## src/hdl/ciopx_pkg.sv

```systemverilog
package ciopx_pkg;
    // ==========================================
    // basic channel command codes
    localparam logic [7:0] CMD_NOOP = 8'h03;
    localparam logic [7:0] CMD_BASIC_SENSE = 8'h04;
    localparam logic [7:0] CMD_TIC = 8'h08;
    localparam logic [7:0] CMD_SENSE_ID = 8'he4;
    // ==========================================
    // virtio-specific command codes
    localparam logic [7:0] CMD_SET_QUEUE = 8'h13;
    localparam logic [7:0] CMD_DEV_RESET = 8'h33;
    localparam logic [7:0] CMD_SET_QIND = 8'h43;
    localparam logic [7:0] CMD_SET_CFGIND = 8'h53;
    localparam logic [7:0] CMD_SET_ADPIND = 8'h73;
    localparam logic [7:0] CMD_READ_FEAT = 8'h12;
    localparam logic [7:0] CMD_WRITE_FEAT = 8'h11;
    localparam logic [7:0] CMD_READ_CFG = 8'h22;
    localparam logic [7:0] CMD_WRITE_CFG = 8'h21;
    localparam logic [7:0] CMD_WRITE_STAT = 8'h31;
    localparam logic [7:0] CMD_READ_QCFG = 8'h32;
    localparam logic [7:0] CMD_SET_REV = 8'h83;
    localparam logic [7:0] CMD_READ_STAT = 8'h72;
    // ==========================================
    // identification data
    localparam logic [7:0] ID_BYTE0 = 8'hff;
    localparam int ID_LEN = 256;
    // expected payload lengths in bytes
    localparam logic [15:0] LEN_FEAT = 16'h0005;
    localparam logic [15:0] LEN_QCFG = 16'h0004;
    localparam logic [15:0] LEN_QINFO = 16'h0020;
    localparam logic [15:0] LEN_QINFO_LEG = 16'h0010;
    localparam logic [15:0] LEN_IND = 16'h0008;
    localparam logic [15:0] LEN_ADPIND = 16'h0019;
    localparam logic [15:0] LEN_STAT = 16'h0001;
    localparam logic [15:0] LEN_REVHDR = 16'h0004;
    localparam logic [15:0] LEN_NONE = 16'h0000;
    // revisions
    localparam logic [15:0] REV_LEGACY = 16'h0000;
    localparam logic [15:0] REV_MAX = 16'h0002;
    localparam logic [1:0] REV_RST = 2'h0;
    // ==========================================
    // command presented to the decoder
    typedef struct packed {
        logic [7:0] code;
        logic [15:0] count;
        logic suppressLen;
        logic [15:0] revId;
        logic [15:0] revLen;
    } ciopx_cmd_t;
    // ending status of one command
    typedef struct packed {
        logic accept;
        logic cmdReject;
        logic lenMismatch;
        logic checkCond;
    } ciopx_end_t;
    typedef enum logic [1:0] {
        ST_IDLE = 2'b00,
        ST_ID = 2'b01,
        ST_DONE = 2'b10
    } ciopx_state_t;
endpackage : ciopx_pkg

```

## src/hdl/ciopx_decoder.sv

```systemverilog
// Function
// - accept no-op, basic sense, transfer in channel, sense id basic commands
// - sense id returns ff, control unit type, device id, zeros to 255
// - decode queue setup 13, device reset 33, queue indicators 43
// - decode config indicators 53, adapter indicators 73, feature read 12
// - decode feature write 11, config read 22, config write 21
// - decode status write 31, queue config read 32, revision 83, status read 72
// - config changes use classic interrupts; used buffers classic or adapter
// - unsupported codes end with unit check and command reject
// - unsuppressed length mismatch presents the length status, except for no-op and transfer in channel
// - suppressed check: short data is a check condition, long accepted
// - multi-byte fields travel big-endian both ways
// - revision payload: be16 revision, be16 length, then options
// - revision 0 legacy, 1 standard, 2 status read; 3 up reserved
// - reject unsupported revision or bad revision/length/option mix
// - non-transitional device rejects revision 0
// - reject virtio commands outside the selected revision
// - reject any second revision selection once one succeeded
// - revision unset from subchannel enable until successful set
// - transitional: early virtio command implies revision 0, later set rejected
`timescale 1ns/1ps
`default_nettype none
module ciopx_decoder #(
    parameter bit TRANSITIONAL = 1'b1,
    parameter logic [15:0] CU_TYPE = 16'h1234, // arbitrary value
    parameter logic [7:0] DEV_ID = 8'h01
) (
    // clock and reset
    input wire logic clk,
    input wire logic sys_rst,
    // subchannel control
    input wire logic schEnable,
    // command in
    input wire logic cmdValid,
    input wire ciopx_pkg::ciopx_cmd_t cmdIn,
    output logic cmdReady,
    // ending status
    output logic endValid,
    output ciopx_pkg::ciopx_end_t endStat,
    // identification data stream, big-endian byte order
    output logic idValid,
    output logic [7:0] idByte,
    output logic idLast,
    // negotiated transport state
    output logic [1:0] revision,
    output logic revValid,
    output logic adapterMode
);
    // ==========================================
    // decode
    ciopx_pkg::ciopx_state_t state;
    ciopx_pkg::ciopx_state_t next_state;
    logic [7:0] idIdx;
    logic take;
    logic isBasic, isVirtio, isSetRev, isSenseId, isReadStat;
    logic [15:0] expLen;
    logic legacyMode;
    logic revOk, revRej, needImplicit, implicitRej, notInRev, badCode;
    logic tooShort, lenErr, doReject, effRevValid;
    logic [1:0] effRev;
    logic adpLocked;
    assign take = cmdValid && cmdReady;
    // basic channel commands
    assign isBasic = (cmdIn.code == ciopx_pkg::CMD_NOOP) ||
        (cmdIn.code == ciopx_pkg::CMD_BASIC_SENSE) ||
        (cmdIn.code == ciopx_pkg::CMD_TIC) || isSenseId;
    assign isSenseId = cmdIn.code == ciopx_pkg::CMD_SENSE_ID;
    assign isSetRev = cmdIn.code == ciopx_pkg::CMD_SET_REV;
    assign isReadStat = cmdIn.code == ciopx_pkg::CMD_READ_STAT;
    // virtio-specific codes; decoded apart from the length table so that the
    // legacy length choice cannot loop back through this decode
    assign isVirtio = cmdIn.code inside {ciopx_pkg::CMD_SET_QUEUE, ciopx_pkg::CMD_DEV_RESET,
        ciopx_pkg::CMD_SET_QIND, ciopx_pkg::CMD_SET_CFGIND, ciopx_pkg::CMD_SET_ADPIND,
        ciopx_pkg::CMD_READ_FEAT, ciopx_pkg::CMD_WRITE_FEAT, ciopx_pkg::CMD_READ_CFG,
        ciopx_pkg::CMD_WRITE_CFG, ciopx_pkg::CMD_WRITE_STAT, ciopx_pkg::CMD_READ_QCFG,
        ciopx_pkg::CMD_SET_REV, ciopx_pkg::CMD_READ_STAT};
    // expected payload length per code
    always_comb begin
        expLen = ciopx_pkg::LEN_NONE;
        case (cmdIn.code)
            ciopx_pkg::CMD_SET_QUEUE: expLen = legacyMode ? ciopx_pkg::LEN_QINFO_LEG
                : ciopx_pkg::LEN_QINFO;
            ciopx_pkg::CMD_DEV_RESET: expLen = ciopx_pkg::LEN_NONE;
            ciopx_pkg::CMD_SET_QIND: expLen = ciopx_pkg::LEN_IND;
            ciopx_pkg::CMD_SET_CFGIND: expLen = ciopx_pkg::LEN_IND;
            ciopx_pkg::CMD_SET_ADPIND: expLen = ciopx_pkg::LEN_ADPIND;
            ciopx_pkg::CMD_READ_FEAT: expLen = ciopx_pkg::LEN_FEAT;
            ciopx_pkg::CMD_WRITE_FEAT: expLen = ciopx_pkg::LEN_FEAT;
            ciopx_pkg::CMD_READ_CFG: expLen = cmdIn.count;
            ciopx_pkg::CMD_WRITE_CFG: expLen = cmdIn.count;
            ciopx_pkg::CMD_WRITE_STAT: expLen = ciopx_pkg::LEN_STAT;
            ciopx_pkg::CMD_READ_QCFG: expLen = ciopx_pkg::LEN_QCFG;
            ciopx_pkg::CMD_SET_REV: expLen = ciopx_pkg::LEN_REVHDR + cmdIn.revLen;
            ciopx_pkg::CMD_READ_STAT: expLen = ciopx_pkg::LEN_STAT;
            default: expLen = ciopx_pkg::LEN_NONE;
        endcase
        if (isSenseId) begin
            expLen = 16'(ciopx_pkg::ID_LEN);
        end
    end
    // ==========================================
    // revision handling
    // revision fields arrive already assembled from big-endian bytes
    assign revOk = (cmdIn.revLen == ciopx_pkg::LEN_NONE) &&
        (cmdIn.revId <= ciopx_pkg::REV_MAX) &&
        !((cmdIn.revId == ciopx_pkg::REV_LEGACY) && !TRANSITIONAL);
    assign revRej = isSetRev && (revValid || !revOk);
    // a virtio command ahead of any set forces legacy, or is rejected
    assign needImplicit = isVirtio && !isSetRev && !revValid;
    assign implicitRej = needImplicit && !TRANSITIONAL;
    assign effRevValid = revValid || needImplicit;
    assign effRev = revValid ? revision : ciopx_pkg::REV_RST;
    assign legacyMode = effRevValid && (effRev == 2'h0);
    // status read exists only from revision 2 on
    assign notInRev = isReadStat && (effRev < 2'h2);
    // classic queue indicators rejected once adapter ones are set
    assign adpLocked = (cmdIn.code == ciopx_pkg::CMD_SET_QIND) && adapterMode;
    assign badCode = !isBasic && !isVirtio;
    assign doReject = badCode || revRej || implicitRej || notInRev || adpLocked;
    // ==========================================
    // length checks
    assign tooShort = cmdIn.count < expLen;
    assign lenErr = !cmdIn.suppressLen && (cmdIn.count != expLen) &&
        !(cmdIn.code == ciopx_pkg::CMD_NOOP) && !(cmdIn.code == ciopx_pkg::CMD_TIC);
    // ==========================================
    // state machine: idle, identification stream, done
    assign cmdReady = (state == ciopx_pkg::ST_IDLE);
    always_comb begin
        next_state = state;
        case (state)
            ciopx_pkg::ST_IDLE: begin
                if (take && isSenseId && !lenErr && !(cmdIn.suppressLen && tooShort)) begin
                    next_state = ciopx_pkg::ST_ID;
                end else if (take) begin
                    next_state = ciopx_pkg::ST_DONE;
                end
            end
            ciopx_pkg::ST_ID: begin
                if (idIdx == 8'(ciopx_pkg::ID_LEN - 1)) begin
                    next_state = ciopx_pkg::ST_DONE;
                end
            end
            ciopx_pkg::ST_DONE: next_state = ciopx_pkg::ST_IDLE;
            default: next_state = ciopx_pkg::ST_IDLE;
        endcase
    end
    always_ff @(posedge clk) begin
        if (sys_rst) begin
            state <= ciopx_pkg::ST_IDLE;
            idIdx <= 8'h00;
        end else begin
            state <= next_state;
            idIdx <= (state == ciopx_pkg::ST_ID) ? idIdx + 8'h01 : 8'h00;
        end
    end
    // identification bytes; data is registered
    logic [7:0] next_idByte;
    always_comb begin
        case (idIdx)
            8'h00: next_idByte = ciopx_pkg::ID_BYTE0;
            8'h01: next_idByte = CU_TYPE[15:8];
            8'h02: next_idByte = CU_TYPE[7:0];
            8'h03: next_idByte = DEV_ID;
            default: next_idByte = 8'h00;
        endcase
    end
    always_ff @(posedge clk) begin
        if (sys_rst) begin
            idValid <= 1'b0;
            idByte <= 8'h00;
            idLast <= 1'b0;
        end else begin
            idValid <= (state == ciopx_pkg::ST_ID);
            idByte <= (state == ciopx_pkg::ST_ID) ? next_idByte : 8'h00;
            idLast <= (state == ciopx_pkg::ST_ID) && (idIdx == 8'(ciopx_pkg::ID_LEN - 1));
        end
    end
    // ==========================================
    // ending status, latched when the command is taken
    ciopx_pkg::ciopx_end_t held;
    ciopx_pkg::ciopx_end_t next_held;
    always_comb begin
        next_held = '0;
        if (doReject) begin
            next_held.cmdReject = 1'b1;
        end else if (lenErr) begin
            next_held.lenMismatch = 1'b1;
        end else if (cmdIn.suppressLen && tooShort) begin
            next_held.checkCond = 1'b1;
        end else begin
            next_held.accept = 1'b1;
        end
    end
    logic good;
    assign good = next_held.accept;
    always_ff @(posedge clk) begin
        if (sys_rst) begin
            held <= '0;
        end else if (take) begin
            held <= next_held;
        end
    end
    assign endValid = (state == ciopx_pkg::ST_DONE);
    assign endStat = endValid ? held : '0;
    // ==========================================
    // negotiated state; enable discards everything, but a command accepted in
    // the same cycle is written last, so the set wins
    always_ff @(posedge clk) begin
        if (sys_rst) begin
            revision <= ciopx_pkg::REV_RST;
            revValid <= 1'b0;
            adapterMode <= 1'b0;
        end else begin
            if (schEnable) begin
                revision <= ciopx_pkg::REV_RST;
                revValid <= 1'b0;
                adapterMode <= 1'b0;
            end
            if (take && good) begin
                if (isSetRev) begin
                    revision <= cmdIn.revId[1:0];
                    revValid <= 1'b1;
                end else if (needImplicit) begin
                    revision <= ciopx_pkg::REV_RST;
                    revValid <= 1'b1;
                end
                if (cmdIn.code == ciopx_pkg::CMD_SET_ADPIND) begin
                    adapterMode <= 1'b1;
                end
            end
        end
    end
    // ==========================================
    // checks
    AST_REV_ONCE: assert property (@(posedge clk) disable iff (sys_rst)
        (take && isSetRev && revValid) |=> ##0 (endValid && endStat.cmdReject))
        else $error("second revision set not rejected");
    AST_UNKNOWN: assert property (@(posedge clk) disable iff (sys_rst)
        (take && badCode) |=> (endValid && endStat.cmdReject))
        else $error("unknown code not rejected");
    AST_REV_RANGE: assert property (@(posedge clk) disable iff (sys_rst)
        (take && isSetRev && (cmdIn.revId > ciopx_pkg::REV_MAX)) |=> endStat.cmdReject)
        else $error("reserved revision accepted");
    AST_ENABLE: assert property (@(posedge clk) disable iff (sys_rst)
        (schEnable && !(take && good)) |=> (!revValid && revision == 2'h0 && !adapterMode))
        else $error("enable kept revision");
    AST_ID_FIRST: assert property (@(posedge clk) disable iff (sys_rst)
        (idValid && !$past(idValid)) |-> (idByte == ciopx_pkg::ID_BYTE0))
        else $error("sense id byte 0 wrong");
    AST_ID_TYPE: assert property (@(posedge clk) disable iff (sys_rst)
        (idValid && !$past(idValid)) |=> (idByte == CU_TYPE[15:8]) ##1 (idByte == CU_TYPE[7:0]))
        else $error("control unit type wrong");
    AST_LEN: assert property (@(posedge clk) disable iff (sys_rst)
        (take && !doReject && lenErr) |=> (endValid && endStat.lenMismatch))
        else $error("length mismatch not shown");
    AST_SHORT: assert property (@(posedge clk) disable iff (sys_rst)
        (take && !doReject && cmdIn.suppressLen && tooShort) |-> ##[1:2] endStat.checkCond)
        else $error("short data not flagged");
    AST_STATUS_REV: assert property (@(posedge clk) disable iff (sys_rst)
        (take && isReadStat && revValid && revision < 2'h2) |=> endStat.cmdReject)
        else $error("status read accepted below revision 2");
    AST_LEGACY: assert property (@(posedge clk) disable iff (sys_rst)
        (take && needImplicit && TRANSITIONAL && good) |=> (revValid && revision == 2'h0))
        else $error("implicit legacy revision missing");
    AST_ONE_END: assert property (@(posedge clk) disable iff (sys_rst)
        endValid |-> $onehot(endStat))
        else $error("ending status not exactly one bit");
    AST_ADP_LOCK: assert property (@(posedge clk) disable iff (sys_rst)
        (take && (cmdIn.code == ciopx_pkg::CMD_SET_QIND) && adapterMode) |=> endStat.cmdReject)
        else $error("classic indicators accepted after adapter ones");
    AST_NO_LEGACY: assert property (@(posedge clk) disable iff (sys_rst)
        (take && isSetRev && (cmdIn.revId == ciopx_pkg::REV_LEGACY) && !TRANSITIONAL)
        |=> endStat.cmdReject)
        else $error("revision 0 accepted without legacy support");
    AST_EARLY_STRICT: assert property (@(posedge clk) disable iff (sys_rst)
        (take && needImplicit && !TRANSITIONAL) |=> (endStat.cmdReject && !revValid))
        else $error("virtio command before revision set accepted");
endmodule : ciopx_decoder
`default_nettype wire

```

## config.mk

```make
export PLATFORM = sky130hd
export DESIGN_NAME = ciopx_decoder
export DESIGN_NICKNAME = d
export VERILOG_FILES = /design/src/hdl/ciopx_pkg.sv /design/src/hdl/ciopx_decoder.sv
export SDC_FILE = /design/constraint.sdc
export NUM_CORES = 1
export LEC_CHECK = 0
export BUFFER_PORTS_ARGS = -buffer_cell sky130_fd_sc_hd__buf_4
export CAP_MARGIN = 20
export CORE_UTILIZATION = 52
export CTS_BUF_LIST = sky130_fd_sc_hd__clkbuf_4 sky130_fd_sc_hd__clkbuf_8
export DETAILED_ROUTE_END_ITERATION = 10
export MAX_ROUTING_LAYER = met4
export PLACE_DENSITY = 0.83
export SLEW_MARGIN = 25
export SYNTH_ARGS = -nofsm -noshare
export SYNTH_HDL_FRONTEND = slang
export SYNTH_SLANG_ARGS = --single-unit
```

## constraint.sdc

```tcl
create_clock -name clk -period 4.8 [get_ports clk]
set_input_delay 0.96 -clock clk [delete_from_list [all_inputs] [get_ports clk]]
set_output_delay 0.96 -clock clk [all_outputs]
set_load 0.005 [all_outputs]
```

==> flow_summary.ini, run 1 <==
[global_routing]
grt_overflow = 0
track_usage_pct = 26.61
grt_pass1_wl_um = 9108
grt_max_degree = 22
grt_pass1_vias = 2056
antenna_found_initial = 0

[critical_path]
cp_max_fo = 16
timing.rr.start = revValid
reg2reg_depth = 9
reg2reg_slack_ns = 2.08
rr_endpoint = revision[0]
end_kind = register
worst_setup_path_start_kind = input pin
crit_arrival_ns = 4.25
required_ns = 4.98
crit_type = in2reg

[placed_design]
dpl_cell_area_um2 = 2810
place_congestion = 0.8289
dp_hpwl_um = 4734
portBuffers = 80

[routing]
dr.pass1.iters = 5
drt_wl_total_um = 5799
ant_nets = 0
via_per_inst = 5.812
post_drt_wl_per_cell_um = 14.57
drtIter0Drc = 158
drc = 0
vias = 2313

[timing]
finalHoldViolCount = 0
whs_ns = 0.4590
grt_setup_unrepaired = no
setup_violations = 0
finalCriticalPeriod_ns = 4.070
slew-limit-headroom_pct = 58.26
drv_slew = 0
finClkSkew_ns = 0.009392
final.setup.tns_ns = 0
max_freq_ghz = 0.2457
worst_pin_slew_ns = 0.6261
fin_crit_sh_pct = 84.79

[min_path]
min_path_cells = 2
min_to = held[3]
min_path_type = reg2reg
worstHoldStart = held[3]

[synthesis]
synth_async_sr_flop_share_pct = 0
seq_area_frac_synth_pct = 22.50
synth_area_um2 = 2225
synthDistinctLibCells = 58
synth_warnings = 0
syn-num-nets = 361
ys_ff_latch = 25
avgSynthCellArea_um2 = 8.002
synth_edf_count = 0
ys.flop_type = dfxtp_1
netlist_instances = 278

[power]
ir_drop_mv = 0.1821
p_per_area_nw_per_um2 = 157.1
p_leak_nw = 1.219

[floorplanning]
initial_core_util_pct = 54.83
die_x_um = 67.41
io_pins = 81
dieHeight_um = 67.41
coreArea_um2 = 4058
dieArea_um2 = 4543
fp-row-count = 23

[cts]
cts_buffer_depth = 2
htreeDepth = 1
numCtsBuffers = 3
clkSinkCount = 25
root_buffer = clkbuf_8
clk_pin_slew_ns = 0.09
cts_tree = yes
ctsHoldBuffers = 0
cts_setup_buffers = 0
cts_resized = 0
worst_skew_pair.late_latency_ns = 0.28

[finish]
antenna_cells = 0
layout-drive-gt1-share_pct = 28.16
final_cell_area_um2 = 2856
area_delta_synth_final_pct = 28.40
fillers = 355
fin_nets = 432

[outcome]
status = completed

[job]
cap_violations = 0
==> sequential cells by signal (all words and copies together) (netlist names) <==
| name | cells |
|---|---|
| idValid | 1 |
| held | 4 |
| idByte | 5 |
| adapterMode | 1 |
| revision | 2 |
| state | 2 |
| idIdx | 8 |
| idLast | 1 |
| revValid | 1 |
==> cells by family after synthesis <==
group / count (synthesis) / synth area share (%)
AOI/OAI and AO/OA: 59 / 20.59
xor gates and xnor gates: 19 / 7.480
adders and majority gates: 22 / 12.37
buffers and inverters: 25 / 5.343
DFF: 25 / 22.50
and+or+nand+nor: 128 / 31.72
==> how the worst max path moves through the flow <==
stage / slack, ns / start / depth (start not counted) / endpoint
CTS: 0.75 / cmdIn[50] / 13 / revision[0]
floorplan: 0.82 / cmdIn[49] / 13 / revision[0]
global route: 0.34 / cmdIn[50] / 13 / revision[0]
detailed placement: 0.46 / cmdIn[50] / 13 / revision[0]
finish: 0.73 / cmdIn[50] / 13 / revision[0]
global placement: 0.67 / cmdIn[50] / 13 / revision[0]
==> worst max-delay path: stages <==
cell and delay [ns]:
buf_4 0.15, xor2_1 0.17, and4_1 0.40, a2111oi_4 0.48, o31ai_1 0.14, o41a_1 0.40
ha_1 0.30, nand2_1 0.06, nor4_1 0.26, o21ai_0 0.17, a31oi_1 0.29, o211ai_1 0.19
a22o_1 0.27
==> metrics by stage <==
step | total power [W] | cells | setup WS, ns | utilization, %
after floorplan | 0.0002646 | 278 | 0.8197 | -
after CTS | 0.0004511 | 398 | 0.7482 | 70.40
final | 0.0004487 | 398 | 0.7303 | 70.40
after detailed placement | 0.0003252 | 394 | 0.4617 | 69.26
after global placement | 0.0003226 | 394 | 0.6701 | 69.26
after global routing | 0.0004692 | 398 | 0.3401 | 70.40
==> synth_stat cells, types with 2 or more instances <==
master / n / area share, %
buf_2: 2 / 0.45
a21oi_1: 14 / 3.1
inv_1: 11 / 1.9
xnor2_1: 10 / 3.9
a211oi_1: 2 / 0.67
buf_4: 4 / 1.3
clkbuf_1: 6 / 1.0
o31ai_1: 2 / 0.67
and3_1: 6 / 1.7
ha_1: 22 / 12
nor3_1: 6 / 1.3
nor4_1: 8 / 2.2
or2_2: 2 / 0.56
and2_1: 7 / 2.0
a221oi_1: 3 / 1.2
a22o_1: 2 / 0.79
or3b_2: 3 / 1.2
a31oi_1: 2 / 0.56
nor3b_1: 5 / 1.7
nand3_1: 12 / 2.7
and4_1: 3 / 1.2
nand2_1: 25 / 4.2
xor2_1: 9 / 3.5
nor2_1: 27 / 4.6
nor2b_1: 4 / 1.1
a221o_1: 2 / 0.90
nand4_1: 6 / 1.7
dfxtp_1: 25 / 22
a22oi_1: 13 / 4.4
nand2b_1: 3 / 0.84
o21ai_0: 5 / 1.1
==> layout by cell type, fill, tap and decap left out, drive strengths merged, types with 3 or more instances in the layout <==
| cell type | instances |
|---|---|
| a21oi | 14 |
| a221oi | 3 |
| a22o | 3 |
| a22oi | 13 |
| and2 | 7 |
| and3 | 7 |
| and4 | 3 |
| buf | 80 |
| clkbuf | 3 |
| dfxtp | 25 |
| ha | 22 |
| inv | 11 |
| nand2 | 25 |
| nand2b | 3 |
| nand3 | 12 |
| nand4 | 6 |
| nor2 | 27 |
| nor2b | 4 |
| nor3 | 6 |
| nor3b | 5 |
| nor4 | 8 |
| o21ai | 5 |
| or3b | 3 |
| xnor2 | 10 |
| xor2 | 9 |
==> report_power, final <==
part / switching, W / total (W) / internal, W / leakage (nW)
clock network: 0.0000689 / 0.000127 / 0.0000583 / 0.0255
registers: 0.000000745 / 0.000209 / 0.000209 / 0.202
logic: 0.0000532 / 0.000112 / 0.0000590 / 0.991
==> area by class of cell <==
cell class / count / area [um2] / area share (%)
multi-input combinational: 228 / 1605 / 56.20
tap: 50 / 62.56 / 2.190
clock inverter: 1 / 5.005 / 0.1752
timing repair buffer: 80 / 600.6 / 21.02
inverter: 11 / 41.29 / 1.445
sequential: 25 / 500.5 / 17.52
clock buffer: 3 / 41.29 / 1.445
==> layer usage <==
layer | global-route usage, % | wire, um | vias to the layer above
li1 | - | - | 1170
met1 | 35.50 | 2715 | 1075
met2 | 42.25 | 2790 | 59
met3 | 3.885 | 233 | 9
met4 | 5.851 | 59 | 0
met5 | - | 0 | -
Power figures use the tool's default switching activity.
==> run 2, diff against run 1 <==
ABC_AREA = 1   (was unset)
CORE_UTILIZATION = 53   (was 52)
clock period = 3.8 ns   (was 4.8 ns; I/O delays follow)
==> flow_summary.ini, run 2 <==
[critical_path]
rr_endpoint = revision[1]
required_ns = 3.97
crit_arrival_ns = 3.43
timing.rr.start = revValid
crit_chain = buf_4, ha_1, nand3_1, nor2_1, and3_1, nand2_1, clkinv_1, nand2_1, a21oi_1, o21ai_1, nand2_1, inv_1, ha_1, nand2_1, nor2_1, nand2_1, nor2_1, nor2_2, nor2_4, nand2_4, nor2_8, inv_2, nor2_1, nor2_1
slowest_stage = ha_1
critPathMaxStageDelay_ns = 0.26
end_kind = register
critPathTopFamily = simple AND/OR/NAND/NOR gates
worst-path-buf-inv = 4
reg2reg_slack_ns = 1.37
cp_max_fo = 4
worst_setup_path_start_kind = input pin
reg2reg_depth = 15
crit_type = in2reg

[power]
p_leak_nw = 1.590
ir_drop_mv = 0.1613
p_per_area_nw_per_um2 = 182.5

[cts]
ctsHoldBuffers = 0
cts_buffer_depth = 2
cts_setup_buffers = 0
numCtsBuffers = 3
cts_tree = yes
clkSinkCount = 25
htreeDepth = 1
clk_pin_slew_ns = 0.08
cts_resized = 0
worst_skew_pair.late_latency_ns = 0.26
root_buffer = clkbuf_8

[global_routing]
grt_max_degree = 16
met1_usage_pct = 33.33
met2_usage_pct = 48.36
grt_pass1_vias = 2634
grt_overflow = 0
antenna_found_initial = 0
busiest_layer = met2
track_usage_pct = 27.84
grt_pass1_wl_um = 11040
grt_util_met3_pct = 4.185

[timing]
final.setup.tns_ns = 0
finClkSkew_ns = 0.007225
worst_pin_slew_ns = 0.4695
setup_ws_ns = 0.5382
setup_violations = 0
drv_slew = 0
slew-limit-headroom_pct = 68.67
max_freq_ghz = 0.3066
finalHoldViolCount = 0
grt_setup_unrepaired = no
fin_crit_sh_pct = 85.84
whs_ns = 0.4842
finalCriticalPeriod_ns = 3.262

[floorplanning]
dieHeight_um = 70.37
fp-row-count = 24
coreArea_um2 = 4414
die_x_um = 70.37
io_pins = 81
initial_core_util_pct = 56.12
dieArea_um2 = 4952

[placed_design]
portBuffers = 80
dp_hpwl_um = 5467
place_congestion = 1.028
dp_slack_ns = 0.2719

[routing]
ant_nets = 0
vias = 2813
drtIter0Drc = 86
post_drt_wl_per_cell_um = 11.85
drt_wl_total_um = 6446
dr.pass1.iters = 4
via_per_inst = 5.171
drc = 0

[synthesis]
syn-num-nets = 497
synthDistinctLibCells = 42
ys_ff_latch = 25
synth.top_cells.by_count = nand2_1, nor2_1, inv_1
synth_most_common_cell = nand2_1
seq_area_frac_synth_pct = 20.20
netlist.area_leader.share_pct = 20.20
synth_area_um2 = 2477
ys.flop_type = dfxtp_1
synth_warnings = 0
synth_async_sr_flop_share_pct = 0
avgSynthCellArea_um2 = 5.984
netlist_instances = 414
yosys-top-cells-area = dfxtp_1, nand2_1, ha_1
synth_top_area_cell = dfxtp_1
synth_edf_count = 0

[finish]
mostFrequentLayoutCell = nand2_1
layout-drive-gt1-share_pct = 23.98
largest_reg_flops = 8
largest_register = idIdx
utilization_pct = 71.23
fillers = 410
layout_common_cells = nand2_1, buf_4, nor2_1
antenna_cells = 0
fin_nets = 576
area_delta_synth_final_pct = 26.92
reg.largest.list = idIdx x8, idByte x5, held x4

[min_path]
min_path_type = reg2reg
min_path_cells = 2
min_to = held[3]
worstHoldStart = held[3]

[outcome]
status = completed

[job]
cap_violations = 0
-- run 2: layout make-up --
| cell class | instances | area [um2] | area share, % |
|---|---|---|---|
| flip-flops and latches | 25 | 500.5 | 15.92 |
| repair buffers | 81 | 608.1 | 19.34 |
| multi-input cells | 316 | 1672 | 53.16 |
| inverters | 66 | 250.2 | 7.959 |
| well taps | 52 | 65.06 | 2.069 |
| clock buffers | 4 | 48.80 | 1.552 |
-- run 2: through the flow --
stage / power [W] / instances / instance area, um2
2_1_floorplan: 0.0003399 / 414 / 2477
3_3_place_gp: 0.0004151 / 540 / 3095
3_5_place_dp: 0.0004184 / 540 / 3095
4_1_cts: 0.0005778 / 544 / 3144
5_1_grt: 0.0006078 / 544 / 3144
6_report: 0.0005740 / 544 / 3144
-- run 2: how the worst max path moves through the flow --
stage / endpoint / startpoint / cells past startpoint / slack (ns)
detailed placement: revision[1] / cmdIn[52] / 23 / 0.27
global placement: revision[0] / cmdIn[2] / 24 / 0.36
CTS: revision[1] / cmdIn[52] / 23 / 0.56
finish: revision[1] / cmdIn[2] / 24 / 0.54
global route: revision[1] / cmdIn[2] / 24 / 0.27
floorplan: revision[0] / cmdIn[2] / 23 / 0.77
-- run 2: cell families (layout without fill, tap and decap cells) --
family	count (synthesis)	count (layout)	synth area share (%)
AO/OA/AOI/OAI	59	59	14.60
adder cells (fa/ha/maj)	22	22	11.11
buffers and inverters	73	151	12.32
flip-flops	25	25	20.20
AND/OR/NAND/NOR	235	235	41.77
-- run 2: worst reg2reg max path: stages, from the launching register on --
cell     delay (ns)
dfxtp_1        0.48
inv_1          0.07
o31ai_1        0.39
a21oi_1        0.12
ha_1           0.29
nand2_1        0.04
nor2_1         0.12
nand4_1        0.11
nor2_1         0.13
nor2_2         0.08
nor2_4         0.09
nand2_4        0.09
nor2_8         0.13
inv_2          0.06
nor2_1         0.08
nor2_1         0.05
-- run 2: layer usage --
metal	wire (um)	vias to the layer above	part of all wire, %
met3	358	13	5.6
li1	-	1473	-
met5	0	-	0
met1	2853	1237	44
met4	143	0	2.2
met2	3092	90	48
-- run 2: power by group --
group,internal (W),leakage [nW],switching [W]
combinational,0.0000715,1.36,0.0000779
sequential,0.000264,0.202,0.000000935
clock,0.0000820,0.0262,0.0000781
total,0.000417,1.59,0.000157
==> run 3, diff against run 2 <==
CORE_UTILIZATION = 52   (was 53)
CTS_BUF_LIST = sky130_fd_sc_hd__clkbuf_16   (was sky130_fd_sc_hd__clkbuf_4 sky130_fd_sc_hd__clkbuf_8)
PLACE_DENSITY = 0.82   (was 0.83)
clock period = 3.74 ns   (was 3.8 ns; I/O delays follow)
==> flow_summary.ini, run 3 (synthesis results as in run 2) <==
[routing]
via_per_inst = 5.147
drtIter0Drc = 152
vias = 2805
post_drt_wl_per_cell_um = 11.47
ant_nets = 0
dr.pass1.iters = 7
drt_wl_total_um = 6249
drc = 4

[timing]
max_freq_ghz = 0.3013
final.setup.tns_ns = 0
finalHoldViolCount = 0
fin_crit_sh_pct = 88.75
drv_slew = 0
setup_violations = 0
worst_pin_slew_ns = 0.4909
grt_setup_unrepaired = no
slew-limit-headroom_pct = 67.24
finClkSkew_ns = 0.001596
finalCriticalPeriod_ns = 3.319

[floorplanning]
io_pins = 81
fp-row-count = 24
coreArea_um2 = 4474
die_x_um = 71.03
initial_core_util_pct = 55.37
dieHeight_um = 71.03
dieArea_um2 = 5045

[power]
p_seq_share_pct = 41.1
switchingPower_w = 0.0001699
switching_share_pct = 25.90
ir_drop_mv = 0.2537
clockPowerShare_pct = 36.1
p_int_w = 0.0004859
combPwrFrac_pct = 22.9
p_per_area_nw_per_um2 = 205.9
p_leak_nw = 1.606

[finish]
layout_common_cells = nand2_1, buf_4, nor2_1
utilization_pct = 71.20
fin_nets = 577
reg.largest.list = idIdx x8, idByte x5, held x4
antenna_cells = 0
area_delta_synth_final_pct = 28.59
largest_register = idIdx
mostFrequentLayoutCell = nand2_1
stdcell_count = 545
largest_reg_flops = 8
layout-drive-gt1-share_pct = 24.14

[critical_path]
end_kind = register
cp_max_fo = 13
reg2reg_depth = 15
worst_setup_path_start_kind = input pin
crit_type = in2reg
required_ns = 3.90
reg2reg_slack_ns = 1.23
crit_arrival_ns = 3.47

[global_routing]
grt_pass1_wl_um = 10650
grt_overflow = 0
track_usage_pct = 26.74
antenna_found_initial = 0
grt_max_degree = 16
grt_pass1_vias = 2589

[placed_design]
place_inst = 541
portBuffers = 80
dp_hpwl_um = 5275
place_congestion = 0.9668

[cts]
clkSinkCount = 25
ctsHoldBuffers = 0
cts_resized = 0
htreeDepth = 1
clk_pin_slew_ns = 0.06
worst_skew_pair.late_latency_ns = 0.26
cts_buffer_depth = 2
cts_setup_buffers = 0
numCtsBuffers = 3
cts_tree = yes
root_buffer = clkbuf_16

[min_path]
min_path_type = reg2reg
min_path_cells = 1

[outcome]
violations = DRC
status = complete, but fails checks

[job]
cap_violations = 0
run 3: changes by cell type in the layout (fill, tap and decap cells not counted):
cell        previous run  this run
clkbuf_16              0         3
clkbuf_8               3         0
buf_4                 81        82
clkbuf_4               1         0
clkinvlp_4             0         1
run 3: worst max-delay path: stages:
cell,delay [ns]
buf_4,0.12
inv_1,0.07
nand2_2,0.08
nor2_4,0.19
nand2_2,0.22
inv_4,0.20
nor2_1,0.07
nand2_2,0.11
o31ai_1,0.12
o21bai_2,0.15
inv_2,0.05
ha_1,0.29
nand2_1,0.06
nor2_1,0.15
nand4_1,0.11
nor2_1,0.14
nor2_2,0.08
nor2_4,0.10
nand2_4,0.09
nor2_8,0.13
inv_2,0.05
nor2_1,0.09
nor2_1,0.05
run 3: power groups by stage:
stage / clock network [W] / logic, W / registers (W)
detailed placement: 0 / 0.000149 / 0.000275
CTS: 0.000242 / 0.000150 / 0.000269
floorplan: 0 / 0.0000704 / 0.000275
global placement: 0 / 0.000147 / 0.000275
finish: 0.000237 / 0.000150 / 0.000269
global route: 0.000254 / 0.000168 / 0.000269
run 3: worst paths after layout:
kind / endpoint / start
max: revision[1] / cmdIn[52]
min: idIdx[0] / idIdx[0]
max reg2reg: revision[1] / revValid
min reg2reg: idIdx[0] / idIdx[0]
run 3: cell type report:
type	instances	area, um2
clock buffers	3	75.07
repair buffers	82	615.6
multi-input cells	316	1672
flip-flops and latches	25	500.5
clock inverters	1	7.507
well taps	52	65.06
fillers	416	1289
inverters	66	250.2
run 3: routing by layer:
| layer | wire length, um | global-route usage, % |
|---|---|---|
| met1 | 2737 | 32.37 |
| met2 | 3021 | 47.76 |
| met3 | 415 | 4.274 |
| met4 | 74 | 3.778 |
| met5 | 0 | - |
run 3: metrics by stage:
step | setup slack (ns) | power, W | hold slack [ns] | cell area [um2]
after global placement | 0.2635 | 0.0004218 | 0.4602 | 3103
final | 0.4209 | 0.0006558 | 0.4762 | 3186
after CTS | 0.4313 | 0.0006605 | 0.4823 | 3186
after global routing | 0.1680 | 0.0006918 | 0.5015 | 3186
after floorplan | 0.7208 | 0.0003454 | 0.4449 | 2477
after detailed placement | 0.1868 | 0.0004239 | 0.4697 | 3103
